**src/hdl/bdte_pkg.sv**
```systemverilog
package bdte_pkg;
    // sizes
    localparam int NCH   = 4;
    localparam int IW    = 2;
    localparam int AW    = 16;
    localparam int CW    = 12;
    localparam int NTRIG = 8;
    localparam int TW    = 3;
    localparam int PAW   = 8;

    // apb word offsets
    localparam logic [PAW-1:0] OFF_SELECT = 8'h00;
    localparam logic [PAW-1:0] OFF_CTLA   = 8'h04;
    localparam logic [PAW-1:0] OFF_CTLB   = 8'h08;
    localparam logic [PAW-1:0] OFF_SSA    = 8'h0C;
    localparam logic [PAW-1:0] OFF_DSA    = 8'h10;
    localparam logic [PAW-1:0] OFF_SSZ    = 8'h14;
    localparam logic [PAW-1:0] OFF_DSZ    = 8'h18;
    localparam logic [PAW-1:0] OFF_SPTR   = 8'h1C;
    localparam logic [PAW-1:0] OFF_DPTR   = 8'h20;
    localparam logic [PAW-1:0] OFF_SCNT   = 8'h24;
    localparam logic [PAW-1:0] OFF_DCNT   = 8'h28;
    localparam logic [PAW-1:0] OFF_SIRQ   = 8'h2C;
    localparam logic [PAW-1:0] OFF_AIRQ   = 8'h30;
    localparam logic [PAW-1:0] OFF_BUF    = 8'h34;

    // engine_control_a bits
    localparam int CA_EN   = 0;
    localparam int CA_GO   = 1;
    localparam int CA_STEN = 2;
    localparam int CA_ABEN = 3;
    localparam int CA_PEND = 4;
    // engine_control_b fields
    localparam int CB_DESTINATION_POINTER_MODE = 0;
    localparam int CB_SOURCE_POINTER_MODE = 2;
    localparam int CB_SPACE = 4;
    localparam int CB_SSTP  = 6;
    localparam int CB_DSTP  = 7;

    // reset values
    localparam logic [AW-1:0] RST_ADDR = 16'h0000;
    localparam logic [CW-1:0] RST_SIZE = 12'h001;

    typedef enum logic [1:0] {MODE_FIXED, MODE_INC, MODE_DEC, MODE_FIXED2} bdte_mode_e;
    typedef enum logic [1:0] {SPACE_DATA, SPACE_FLASH, SPACE_EEPROM, SPACE_RSVD} bdte_space_e;
endpackage : bdte_pkg

```
**src/hdl/bdte_bus_if.sv**
```systemverilog
`timescale 1ns/100ps
interface bdte_bus_if;
    import bdte_pkg::*;
    logic                req;
    logic                we;
    logic [1:0]          space;
    logic [AW-1:0]       addr;
    logic [7:0]          wdata;
    logic                grant;
    logic [7:0]          rdata;

    modport engine  (output req, we, space, addr, wdata, input grant, rdata);
    modport arbiter (input req, we, space, addr, wdata, output grant, rdata);
endinterface : bdte_bus_if

```
**src/hdl/bdte_engine.sv**
```systemverilog
`timescale 1ns/100ps
// Operation
// - one byte per transaction, messages many
// - read source into buffer, then write
// - two bus cycles: read then write
// - pending flag set while buffer unwritten
// - pending clear after write or on abort
// - reads three spaces, writes data space
// - bus used only after arbiter grant
// - engine priority stalls processor until done
// - processor priority: engine uses bubbles only
// - shares existing buses, no dual ports
// - pointer modes fixed, increment, decrement
// - pointers, counters update and reload
// - auto-stop on source or destination counter
// - software go or selected hardware trigger
// - selected hardware abort source stops transfer
// - independent instances chosen by instance select
// - software avoids pointing at arbiter registers
// - go starts message, smaller counter ends
// - start copies sizes, both counters decrement
// - counter reaching zero clears go, reloads
// - mode fields step by one; space select
module bdte_engine (
    // clock and reset
    input  wire logic                    pclk,
    input  wire logic                    presetn,
    // apb slave
    input  wire logic                    psel,
    input  wire logic                    penable,
    input  wire logic                    pwrite,
    input  wire logic [bdte_pkg::PAW-1:0] paddr,
    input  wire logic [31:0]             pwdata,
    output logic      [31:0]             prdata,
    output logic                         pready,
    output logic                         pslverr,
    // hardware request sources
    input  wire logic [bdte_pkg::NTRIG-1:0] hw_trig,
    // shared memory bus
    bdte_bus_if.engine                   bus
);
    import bdte_pkg::*;

    typedef enum logic [1:0] {E_IDLE, E_RD, E_WR} bdte_state_e;

    ////////////////////////////////////////////////////////////////////
    logic [AW-1:0]    ssa_q [NCH];
    logic [AW-1:0]    dsa_q [NCH];
    logic [AW-1:0]    sptr_q [NCH];
    logic [AW-1:0]    dptr_q [NCH];
    logic [CW-1:0]    ssz_q [NCH];
    logic [CW-1:0]    dsz_q [NCH];
    logic [CW-1:0]    scnt_q [NCH];
    logic [CW-1:0]    dcnt_q [NCH];
    logic [7:0]       ctlb_q [NCH];
    logic [TW-1:0]    sirq_q [NCH];
    logic [TW-1:0]    airq_q [NCH];
    logic [7:0]       buf_q [NCH];
    logic [NCH-1:0]   en_q, go_q, sten_q, aben_q, pend_q, abp_q;
    logic [NTRIG-1:0] trig_prev_q;
    logic [IW-1:0]    isel_q;
    logic [IW-1:0]    cur_q;
    bdte_state_e      state_q;
    logic             req_q, we_q;
    logic [1:0]       space_q;
    logic [AW-1:0]    addr_q;
    logic [7:0]       wdata_q;
    logic [31:0]      prdata_q;
    logic             pready_q, pslverr_q;

    ////////////////////////////////////////////////////////////////////
    // apb decode: answer one cycle into the access phase
    wire              acc     = psel && penable;
    wire              fire    = acc && pready_q;
    wire              wr_fire = fire && pwrite;
    wire              mapped  = (paddr <= OFF_BUF) && (paddr[1:0] == 2'b00);
    wire [PAW-1:0]    a       = paddr;
    wire [IW-1:0]     s       = isel_q;
    wire [NTRIG-1:0]  trig_rise = hw_trig & ~trig_prev_q;
    wire [31:0]       ctla_rd = {27'h0, pend_q[s], aben_q[s], sten_q[s], go_q[s], en_q[s]};
    wire [31:0]       rd_word =
        (a == OFF_SELECT) ? {30'h0, isel_q} :
        (a == OFF_CTLA)   ? ctla_rd :
        (a == OFF_CTLB)   ? {24'h0, ctlb_q[s]} :
        (a == OFF_SSA)    ? {16'h0, ssa_q[s]} :
        (a == OFF_DSA)    ? {16'h0, dsa_q[s]} :
        (a == OFF_SSZ)    ? {20'h0, ssz_q[s]} :
        (a == OFF_DSZ)    ? {20'h0, dsz_q[s]} :
        (a == OFF_SPTR)   ? {16'h0, sptr_q[s]} :
        (a == OFF_DPTR)   ? {16'h0, dptr_q[s]} :
        (a == OFF_SCNT)   ? {20'h0, scnt_q[s]} :
        (a == OFF_DCNT)   ? {20'h0, dcnt_q[s]} :
        (a == OFF_SIRQ)   ? {29'h0, sirq_q[s]} :
        (a == OFF_AIRQ)   ? {29'h0, airq_q[s]} :
        (a == OFF_BUF)    ? {24'h0, buf_q[s]} : 32'h0;

    // bus completion events
    wire              rd_done = (state_q == E_RD) && bus.grant;
    wire              wr_done = (state_q == E_WR) && bus.grant;

    // lowest ready instance wins; fixed order keeps it small
    logic [IW-1:0]    pick;
    logic             pick_ok;
    always_comb begin
        pick    = '0;
        pick_ok = 1'b0;
        for (int i = NCH - 1; i >= 0; i--) begin
            if (en_q[i] && go_q[i] && !abp_q[i]) begin
                pick    = IW'(i);
                pick_ok = 1'b1;
            end
        end
    end

    function automatic logic [AW-1:0] step(input logic [AW-1:0] p, input logic [1:0] m);
        case (m)
            MODE_INC: step = p + 16'h0001;
            MODE_DEC: step = p - 16'h0001;
            default:  step = p;
        endcase
    endfunction : step

    ////////////////////////////////////////////////////////////////////
    // per-instance registers and counters
    for (genvar c = 0; c < NCH; c++) begin : g_ch
        wire       me      = (s == IW'(c));
        wire       wsel    = wr_fire && me;
        wire       busy    = (state_q != E_IDLE) && (cur_q == IW'(c));
        wire       rd_c    = rd_done && (cur_q == IW'(c));
        wire       wr_c    = wr_done && (cur_q == IW'(c)) && !abp_q[c];
        wire       s_wrap  = wr_c && (scnt_q[c] == 12'h001);
        wire       d_wrap  = wr_c && (dcnt_q[c] == 12'h001);
        wire       ab_hit  = aben_q[c] && trig_rise[airq_q[c]] && go_q[c];
        wire       ab_do   = abp_q[c] && !busy;
        wire       w_ctla  = wsel && (a == OFF_CTLA);
        wire       start   = w_ctla && pwdata[CA_EN] && !en_q[c];
        wire       go_set  = (w_ctla && pwdata[CA_GO])
                             || (sten_q[c] && en_q[c] && trig_rise[sirq_q[c]]);
        wire       go_clr  = s_wrap || d_wrap || ab_do || (w_ctla && !pwdata[CA_GO]);
        wire       st_clr  = (s_wrap && ctlb_q[c][CB_SSTP]) || (d_wrap && ctlb_q[c][CB_DSTP]);
        wire       rl_s    = start || s_wrap || ab_do;
        wire       rl_d    = start || d_wrap || ab_do;

        always_ff @(posedge pclk or negedge presetn) begin
            if (!presetn) begin
                ssa_q[c]  <= RST_ADDR;
                dsa_q[c]  <= RST_ADDR;
                sptr_q[c] <= RST_ADDR;
                dptr_q[c] <= RST_ADDR;
                ssz_q[c]  <= RST_SIZE;
                dsz_q[c]  <= RST_SIZE;
                scnt_q[c] <= RST_SIZE;
                dcnt_q[c] <= RST_SIZE;
                ctlb_q[c] <= 8'h00;
                sirq_q[c] <= '0;
                airq_q[c] <= '0;
                buf_q[c]  <= 8'h00;
                en_q[c]   <= 1'b0;
                go_q[c]   <= 1'b0;
                sten_q[c] <= 1'b0;
                aben_q[c] <= 1'b0;
                pend_q[c] <= 1'b0;
                abp_q[c]  <= 1'b0;
            end else begin
                if (wsel && a == OFF_SSA)  ssa_q[c]  <= pwdata[AW-1:0];
                if (wsel && a == OFF_DSA)  dsa_q[c]  <= pwdata[AW-1:0];
                if (wsel && a == OFF_SSZ)  ssz_q[c]  <= pwdata[CW-1:0];
                if (wsel && a == OFF_DSZ)  dsz_q[c]  <= pwdata[CW-1:0];
                if (wsel && a == OFF_CTLB) ctlb_q[c] <= pwdata[7:0];
                if (wsel && a == OFF_SIRQ) sirq_q[c] <= pwdata[TW-1:0];
                if (wsel && a == OFF_AIRQ) airq_q[c] <= pwdata[TW-1:0];
                if (w_ctla) begin
                    en_q[c]   <= pwdata[CA_EN];
                    aben_q[c] <= pwdata[CA_ABEN];
                end
                // set wins over clear
                go_q[c]   <= go_set || (go_q[c] && !go_clr);
                sten_q[c] <= (w_ctla && pwdata[CA_STEN]) || (sten_q[c] && !st_clr && !w_ctla);
                abp_q[c]  <= ab_hit || (abp_q[c] && !ab_do);
                if (rd_c) begin
                    buf_q[c] <= bus.rdata;
                end
                pend_q[c] <= rd_c || (pend_q[c] && !wr_done && !ab_do);
                if (rl_s) begin
                    scnt_q[c] <= ssz_q[c];
                    sptr_q[c] <= ssa_q[c];
                end else if (wr_c) begin
                    scnt_q[c] <= scnt_q[c] - 12'h001;
                    sptr_q[c] <= step(sptr_q[c], ctlb_q[c][CB_SOURCE_POINTER_MODE +: 2]);
                end
                if (rl_d) begin
                    dcnt_q[c] <= dsz_q[c];
                    dptr_q[c] <= dsa_q[c];
                end else if (wr_c) begin
                    dcnt_q[c] <= dcnt_q[c] - 12'h001;
                    dptr_q[c] <= step(dptr_q[c], ctlb_q[c][CB_DESTINATION_POINTER_MODE +: 2]);
                end
            end
        end
    end

    ////////////////////////////////////////////////////////////////////
    // transaction sequencer: read cycle then write cycle, request held until grant
    always_ff @(posedge pclk or negedge presetn) begin
        if (!presetn) begin
            state_q <= E_IDLE;
            cur_q   <= '0;
            req_q   <= 1'b0;
            we_q    <= 1'b0;
            space_q <= SPACE_DATA;
            addr_q  <= RST_ADDR;
            wdata_q <= 8'h00;
        end else begin
            case (state_q)
                E_IDLE: begin
                    if (pick_ok) begin
                        state_q <= E_RD;
                        cur_q   <= pick;
                        req_q   <= 1'b1;
                        we_q    <= 1'b0;
                        space_q <= ctlb_q[pick][CB_SPACE +: 2];
                        addr_q  <= sptr_q[pick];
                    end
                end
                E_RD: begin
                    if (rd_done) begin
                        if (abp_q[cur_q]) begin
                            // aborted: drop the byte, skip the write
                            state_q <= E_IDLE;
                            req_q   <= 1'b0;
                        end else begin
                            state_q <= E_WR;
                            we_q    <= 1'b1;
                            space_q <= SPACE_DATA;
                            addr_q  <= dptr_q[cur_q];
                            wdata_q <= bus.rdata;
                        end
                    end
                end
                E_WR: begin
                    if (wr_done) begin
                        state_q <= E_IDLE;
                        req_q   <= 1'b0;
                        we_q    <= 1'b0;
                    end
                end
                default: begin
                    state_q <= E_IDLE;
                    req_q   <= 1'b0;
                end
            endcase
        end
    end

    ////////////////////////////////////////////////////////////////////
    always_ff @(posedge pclk or negedge presetn) begin
        if (!presetn) begin
            isel_q      <= '0;
            trig_prev_q <= '0;
            prdata_q    <= 32'h0;
            pready_q    <= 1'b0;
            pslverr_q   <= 1'b0;
        end else begin
            trig_prev_q <= hw_trig;
            pready_q    <= acc && !pready_q;
            if (acc && !pready_q) begin
                prdata_q  <= pwrite ? 32'h0 : (mapped ? rd_word : 32'h0);
                pslverr_q <= !mapped;
            end
            if (wr_fire && a == OFF_SELECT) begin
                isel_q <= pwdata[IW-1:0];
            end
        end
    end

    assign prdata    = prdata_q;
    assign pready    = pready_q;
    assign pslverr   = pslverr_q;
    assign bus.req   = req_q;
    assign bus.we    = we_q;
    assign bus.space = space_q;
    assign bus.addr  = addr_q;
    assign bus.wdata = wdata_q;
endmodule : bdte_engine

```
**src/flat_wrapper.sv**
```systemverilog
// flat-port wrapper written by rule: the top's interface ports become plain ports
module bdte_engine_flat import bdte_pkg::*;
  (pclk, presetn, psel, penable, pwrite, paddr, pwdata, prdata, pready, pslverr, hw_trig, bus_req, bus_we, bus_space, bus_addr, bus_wdata, bus_grant, bus_rdata);
  bdte_bus_if bus_i ();
  input  wire logic pclk;
  input  wire logic presetn;
  input  wire logic psel;
  input  wire logic penable;
  input  wire logic pwrite;
  input  wire logic [bdte_pkg::PAW-1:0] paddr;
  input  wire logic [31:0] pwdata;
  output logic      [31:0] prdata;
  output logic pready;
  output logic pslverr;
  input  wire logic [bdte_pkg::NTRIG-1:0] hw_trig;
  output wire logic [$bits(bus_i.req)-1:0] bus_req;
  output wire logic [$bits(bus_i.we)-1:0] bus_we;
  output wire logic [$bits(bus_i.space)-1:0] bus_space;
  output wire logic [$bits(bus_i.addr)-1:0] bus_addr;
  output wire logic [$bits(bus_i.wdata)-1:0] bus_wdata;
  input wire logic [$bits(bus_i.grant)-1:0] bus_grant;
  input wire logic [$bits(bus_i.rdata)-1:0] bus_rdata;
  assign bus_req = bus_i.req;
  assign bus_we = bus_i.we;
  assign bus_space = bus_i.space;
  assign bus_addr = bus_i.addr;
  assign bus_wdata = bus_i.wdata;
  assign bus_i.grant = bus_grant;
  assign bus_i.rdata = bus_rdata;
  bdte_engine u_core (.pclk(pclk), .presetn(presetn), .psel(psel), .penable(penable), .pwrite(pwrite), .paddr(paddr), .pwdata(pwdata), .prdata(prdata), .pready(pready), .pslverr(pslverr), .hw_trig(hw_trig), .bus(bus_i));
endmodule
```
**config.mk**
```make
export PLATFORM = sky130hd
export DESIGN_NAME = bdte_engine_flat
export DESIGN_NICKNAME = d
export VERILOG_FILES = /design/src/hdl/bdte_pkg.sv /design/src/hdl/bdte_bus_if.sv /design/src/hdl/bdte_engine.sv /design/src/flat_wrapper.sv
export SDC_FILE = /design/constraint.sdc
export NUM_CORES = 2
export LEC_CHECK = 0
export ABC_AREA = 0
export BUFFER_PORTS_ARGS = -buffer_cell sky130_fd_sc_hd__buf_2
export CORE_MARGIN = 2
export CORE_UTILIZATION = 50
export CTS_CLUSTER_SIZE = 8
export DETAILED_ROUTE_END_ITERATION = 16
export GPL_ROUTABILITY_DRIVEN = 0
export PLACE_DENSITY = 0.68
export SYNTH_ARGS = -nofsm -noshare
export SYNTH_HDL_FRONTEND = slang
export SYNTH_SLANG_ARGS = --single-unit
export TNS_END_PERCENT = 5
```
**constraint.sdc**
```tcl
create_clock -name pclk -period 7.2 [get_ports pclk]
set_input_delay 0.72 -clock pclk [delete_from_list [all_inputs] [get_ports pclk]]
set_output_delay 0.72 -clock pclk [all_outputs]
set_load 0.005 [all_outputs]
```
# After elaboration in Yosys (flattened, before gate mapping)
# Index checks and enable logic that the tools add are counted.
# totals
input_bits,62
word_cells,607
ff_bits,636
output_inout_bits,62
# classes
bitwise,6
reduce_logical,270
eq_ne,50
mux,159
addsub,24
magnitude_cmp,14
# ops
cell,n
16-bit two-way mux,31
32-bit two-way mux,15
12-bit two-way mux,24
16-bit case mux with 2 select lines,9
16-bit binary-select mux with 2-bit select,6
1-bit logical AND,148
"16-bit by 1-bit adder with 16-bit output, second input constant",8
"16-bit by 1-bit subtractor with 16-bit output, second input constant",8
12-bit binary-select mux with 2-bit select,4
"12-bit by 1-bit equality test with 1-bit output, second input constant",8
"12-bit by 1-bit subtractor with 12-bit output, second input constant",8
1-bit logical OR,52
8-bit binary-select mux with 2-bit select,3
"8-bit by 6-bit equality test with 1-bit output, second input constant",6
8-bit two-way mux,5
"8-bit by 5-bit equality test with 1-bit output, second input constant",4
1-bit logical NOT,32
"3-bit by 4-bit < comparator with 1-bit output, second input constant",8
3-bit nonzero test,9
"2-bit equality test, second input constant",13
1-bit two-way mux,25
1-bit binary-select mux with 3-bit select,8
"2-bit by 1-bit equality test with 1-bit output, second input constant",11
2-bit two-way mux,11
other kinds (25),67

# Logic depth before layout (Yosys ltp)
# depth
depth_word,20
mapped_depth,13
ltp_nobuf,13

# Worst setup path before layout
# No wires, ideal clock.
# synth_path
path_kind,register to register
from,reg u_core.ctlb_q[2] (netlist bit)
to,reg u_core.sptr_q[15] (netlist bit)
stages_incl_launch_ff,13
setup_ns,0.136
required_ns,7.064
slack_ns,3.691
synth_period_minus_slack_ns,3.509
arrival_ns,3.373
n_path_buf,0
cell_sequence,dfrtp_1 -> inv_1 -> ha_1 -> ha_1 -> a21o_1 -> a21o_1 -> a2111oi_0 -> o31ai_1 -> o41a_1 -> a21o_1 -> a21oi_1 -> nor4_1 -> or3b_2
# synth_between
elab_chain_len,4
word_cells_on_any_way,7
classes_between,2 x eq/ne; 3 x mux; 2 x reduce/logical
# synth_lines
item,line,rtl
from (decl),bdte_engine.sv:55,logic [7:0] ctlb_q [NCH];
"from (signal, indexed assignment)",bdte_engine.sv:169,if (wsel && a == OFF_CTLB) ctlb_q[c] <= pwdata[7:0];
2-bit equality test / 2-bit by 1-bit equality test with 1-bit output (equally long branches),bdte_engine.sv:116,case (m)
16-bit case mux with 2 select lines,bdte_engine.sv:116,
16-bit two-way mux,bdte_engine.sv:187,end else if (wr_c) begin
16-bit two-way mux,bdte_engine.sv:184,if (rl_s) begin
"to (signal, indexed assignment)",bdte_engine.sv:186,sptr_q[c] <= ssa_q[c];
"to (signal, indexed assignment)",bdte_engine.sv:189,"sptr_q[c] <= step(sptr_q[c], ctlb_q[c][CB_SOURCE_POINTER_MODE +: 2]);"
to (decl),bdte_engine.sv:49,logic [AW-1:0] sptr_q [NCH];
# Parallel ways exist; a longest one is shown, timed or not. The select of a mux whose other input is x is not followed.
# A chain may end at the register's enable or synchronous reset.

# Worst setup path in the final report
# layout_path
from,reg u_core.state_q[1]
to,reg u_core.scnt_q[42] (netlist bit)
# layout_between
elab_chain_len,8
word_cells_on_any_way,13
classes_between,1 x eq/ne; 1 x mux; 11 x reduce/logical
# layout_lines
item,line,rtl
from (decl),bdte_engine.sv:63,bdte_state_e state_q;
from (signal assigned),bdte_engine.sv:206,state_q <= E_IDLE;
from (signal assigned),bdte_engine.sv:217,state_q <= E_RD;
from (signal assigned),bdte_engine.sv:229,state_q <= E_IDLE;
2-bit equality test,bdte_engine.sv:99,wire wr_done = (state_q == E_WR) && bus.grant;
1-bit logical AND,bdte_engine.sv:99,
1-bit logical AND (2 in series),bdte_engine.sv:130,wire wr_c = wr_done && (cur_q == IW'(c)) && !abp_q[c];
1-bit logical AND,bdte_engine.sv:131,wire s_wrap = wr_c && (scnt_q[c] == 12'h001);
1-bit logical OR (2 in series),bdte_engine.sv:141,wire rl_s = start || s_wrap || ab_do;
12-bit two-way mux / 2-bit nonzero test (equally long branches),-,
"to (signal, indexed assignment)",bdte_engine.sv:185,scnt_q[c] <= ssz_q[c];
"to (signal, indexed assignment)",bdte_engine.sv:188,scnt_q[c] <= scnt_q[c] - 12'h001;
to (decl),bdte_engine.sv:53,logic [CW-1:0] scnt_q [NCH];
# Parallel ways exist; a longest one is shown, timed or not.

==> out/qor.csv <==
metric;value;unit
Yosys warning total;0;
max_slew headroom;0.205;
Pwr Density;189;nW/µm²
Setup TNS Final;0;ps
die area;76300;µm²
via count;29742;
CP Cell Sequence;nand3b_4, or4_1, or4_1, nor3_1, and4b_1, or2_2, nor2_1, o21ai_0, o311ai_0;
Crit. End Element;flip-flop;
CTS Buf Count;87;
status;finished, final reports clean;
layout cell share with drive strength beyond 1;0.213;
syn_area_per_cell;10.5;µm²
crit path DAT;5180;ps
Core ar.;73200;µm²
Post-synth top cells;dfrtp_1, nand2_1, mux2_2;
initial antenna violation count;3;
most common cell in the synthesized netlist;dfrtp_1;
Die Height;276;µm
sequential area share after synthesis;0.419;
fill count;6195;
synth top area cells;dfrtp_1, mux4_2, mux2_2, ha_1, nand2_1;
Max stage delay on crit path;910;ps
Root Buffer;clkbuf_16;
fin. max-slew vios;0;
initial drt markers;3084;
routed wire length;118;mm
Yosys reg bits;620;
vias in the first global route;28795;
vias per cell;6.50;
CP delay by family, top;simple AND/OR/NAND/NOR gates;
crit start category;flip-flop;
CP Data Required Time;7690;ps
Tmin final;4680;ps
clock transition at the registers of the reported paths;50;ps
cell count after synthesis;3526;
Yosys top cell area share;0.408;
DRC viols;0;
Netlist cell types;83;
Synth area leader;dfrtp_1;
fin crit share;0.651;
ANT nets after route;0;
Worst-Skew Late Latency;660;ps
row count;99;
CTS tree;yes;
number of port buffers;91;
HP Class;primary input to asynchronous set/reset pin;
CTS Hold Bufs;0;
CP max stage cell;or2_2;
first-pass GRT wire length;178;mm
Reg-to-Reg Start;u_core.state_q[1]$_DFFE_PN0P_;
# nets final;3777;
largest net degree at the start of global routing;158;
Setup Crit Path Kind;flip-flop to flip-flop;
post-CTS sizing;0;
Post-synth top flop;dfrtp_1;
Layout Skew;25.9;ps
CP Buf/Inv Count;0;
Max H-tree Level;3;
ys async rst share;1.00;
critical path startpoint;u_core.state_q[1]$_DFFE_PN0P_;
Max Root-Sink Buffers;3;
crit-path max FO;58;
area of the multi-input gates;20500;µm²
initial cell density of the core;0.506;
Netlist Area Pre-Place;37100;µm²
Slew @ Worst Pin;1190;ps
DPL Wire Length;83.3;mm
Post-synth EDFFs;0;
Final Hold Vio Count;0;
Overflow after GRT;0;
Achievable Freq;213;MHz
Hold WS;66.8;ps
leakage;18.1;nW
setup bufs post-CTS;0;
most used cell, CP;or4_1;
Max-Cap Viols;0;
Initial DRT Pass Iterations;6;
Die Span X;276;µm
I/O pins;124;
# setup viols final;0;
clk sinks;620;
VDD IR max;146;µV
routed length per instance;25.7;µm
RSZ-0062 raised after global routing;false;
synth-to-layout area growth;10.3;%
area occupied by registers;15500;µm²
GRT Util Overall;0.306;
-- layout by cell type (no fill, tap or decap), drive strengths merged, types with 52 or more instances in the layout --
cell | Yosys | final
a21oi | 201 | 201
a22oi | 83 | 83
buf | 58 | 141
clkbuf | 141 | 129
dfrtp | 604 | 604
ha | 135 | 135
inv | 77 | 78
mux2 | 299 | 299
mux4 | 174 | 174
nand2 | 409 | 409
nor2 | 258 | 258
nor3 | 83 | 83
o21ai | 280 | 280
xnor2 | 89 | 89
xor2 | 52 | 52
-- routing by layer --
layer  routed length (µm)  vias to the layer above  global-route usage  part of all wire
li1                     -                    13100                   -                 -
met1                47800                    14950               0.417              0.41
met2                52100                     1439               0.459              0.44
met3                13000                      249              0.0894              0.11
met4                 4780                        4               0.126             0.041
met5                   18                        -                   0           0.00015
-- where the power goes --
group          internal (mW)  switching (mW)  total (mW)
logic                  0.103           0.227       0.330
registers               3.54          0.0461        3.58
clock network           2.26            1.56        3.82
-- path summary, 6_finish.rpt --
path | endpoint | cells past startpoint | slack (ps)
worst min register to register | u_core.bus.addr[5]$_DFFE_PN0P_ | 2 | 480
worst max register to register | u_core.scnt_q[42]$_DFFE_PN0P_ | 9 | 2520
max in group asynchronous | u_core.dsz_q[45]$_DFFE_PN0P_ | 2 | 5770
min in group pclk | u_core.trig_prev_q[5]$_DFF_PN0_ | 1 | 200
worst min-delay path | u_core.scnt_q[14]$_DFFE_PN0P_ | 1 | 70
worst max-delay path | u_core.scnt_q[42]$_DFFE_PN0P_ | 9 | 2520
-- cell families after synthesis --
logic type | count (synthesis) | synth area share
compound gates | 813 | 0.137
xor+xnor | 141 | 0.0333
fa+ha+maj | 143 | 0.0499
buf+inv | 276 | 0.0304
flops | 620 | 0.419
mux | 486 | 0.200
other cells | 1 | 0.000101
simple gates | 1046 | 0.131
-- area by class of cell --
| class | count | area share |
|---|---|---|
| sequential | 620 | 0.380 |
| tap | 959 | 0.0293 |
| timing repair buffer | 141 | 0.0215 |
| clock inverter | 6 | 0.00220 |
| clock buffer | 129 | 0.0581 |
| antenna | 1 | 0.0000612 |
| inverter | 77 | 0.00707 |
| multi-input combinational | 2645 | 0.502 |
-- registers in the layout, summed over array words and instances, names as in the netlist, 8 cells and up --
| name | flops |
|---|---|
| u_core.dptr_q | 64 |
| u_core.dsa_q | 64 |
| u_core.sptr_q | 64 |
| u_core.ssa_q | 64 |
| u_core.dcnt_q | 48 |
| u_core.dsz_q | 48 |
| u_core.scnt_q | 48 |
| u_core.ssz_q | 48 |
| u_core.buf_q | 32 |
| u_core.ctlb_q | 32 |
| u_core.bus.addr | 16 |
| u_core.prdata | 16 |
| u_core.airq_q | 12 |
| u_core.sirq_q | 12 |
| u_core.bus.wdata | 8 |
| u_core.trig_prev_q | 8 |
-- worst register-to-register path, stage by stage (launching register included) --
cell,delay (ps)
dfrtp_1,590
nand3b_4,220
or4_1,780
or4_1,560
nor3_1,260
and4b_1,380
or2_2,910
nor2_1,440
o21ai_0,260
o311ai_0,150
-- per-stage QoR --
step	utilization	area (µm²)	total power, mW	setup WS, ps	std cells
global route	0.559	40900	7.96	2350	4577
CTS	0.559	40900	7.77	2660	4577
finish	0.559	40900	7.73	2520	4578
global placement	0.525	38400	3.96	2460	4442
floorplan	-	37100	3.77	3690	3541
detailed placement	0.525	38400	3.96	2370	4442
No activity file was read; power rests on OpenSTA's default activity.
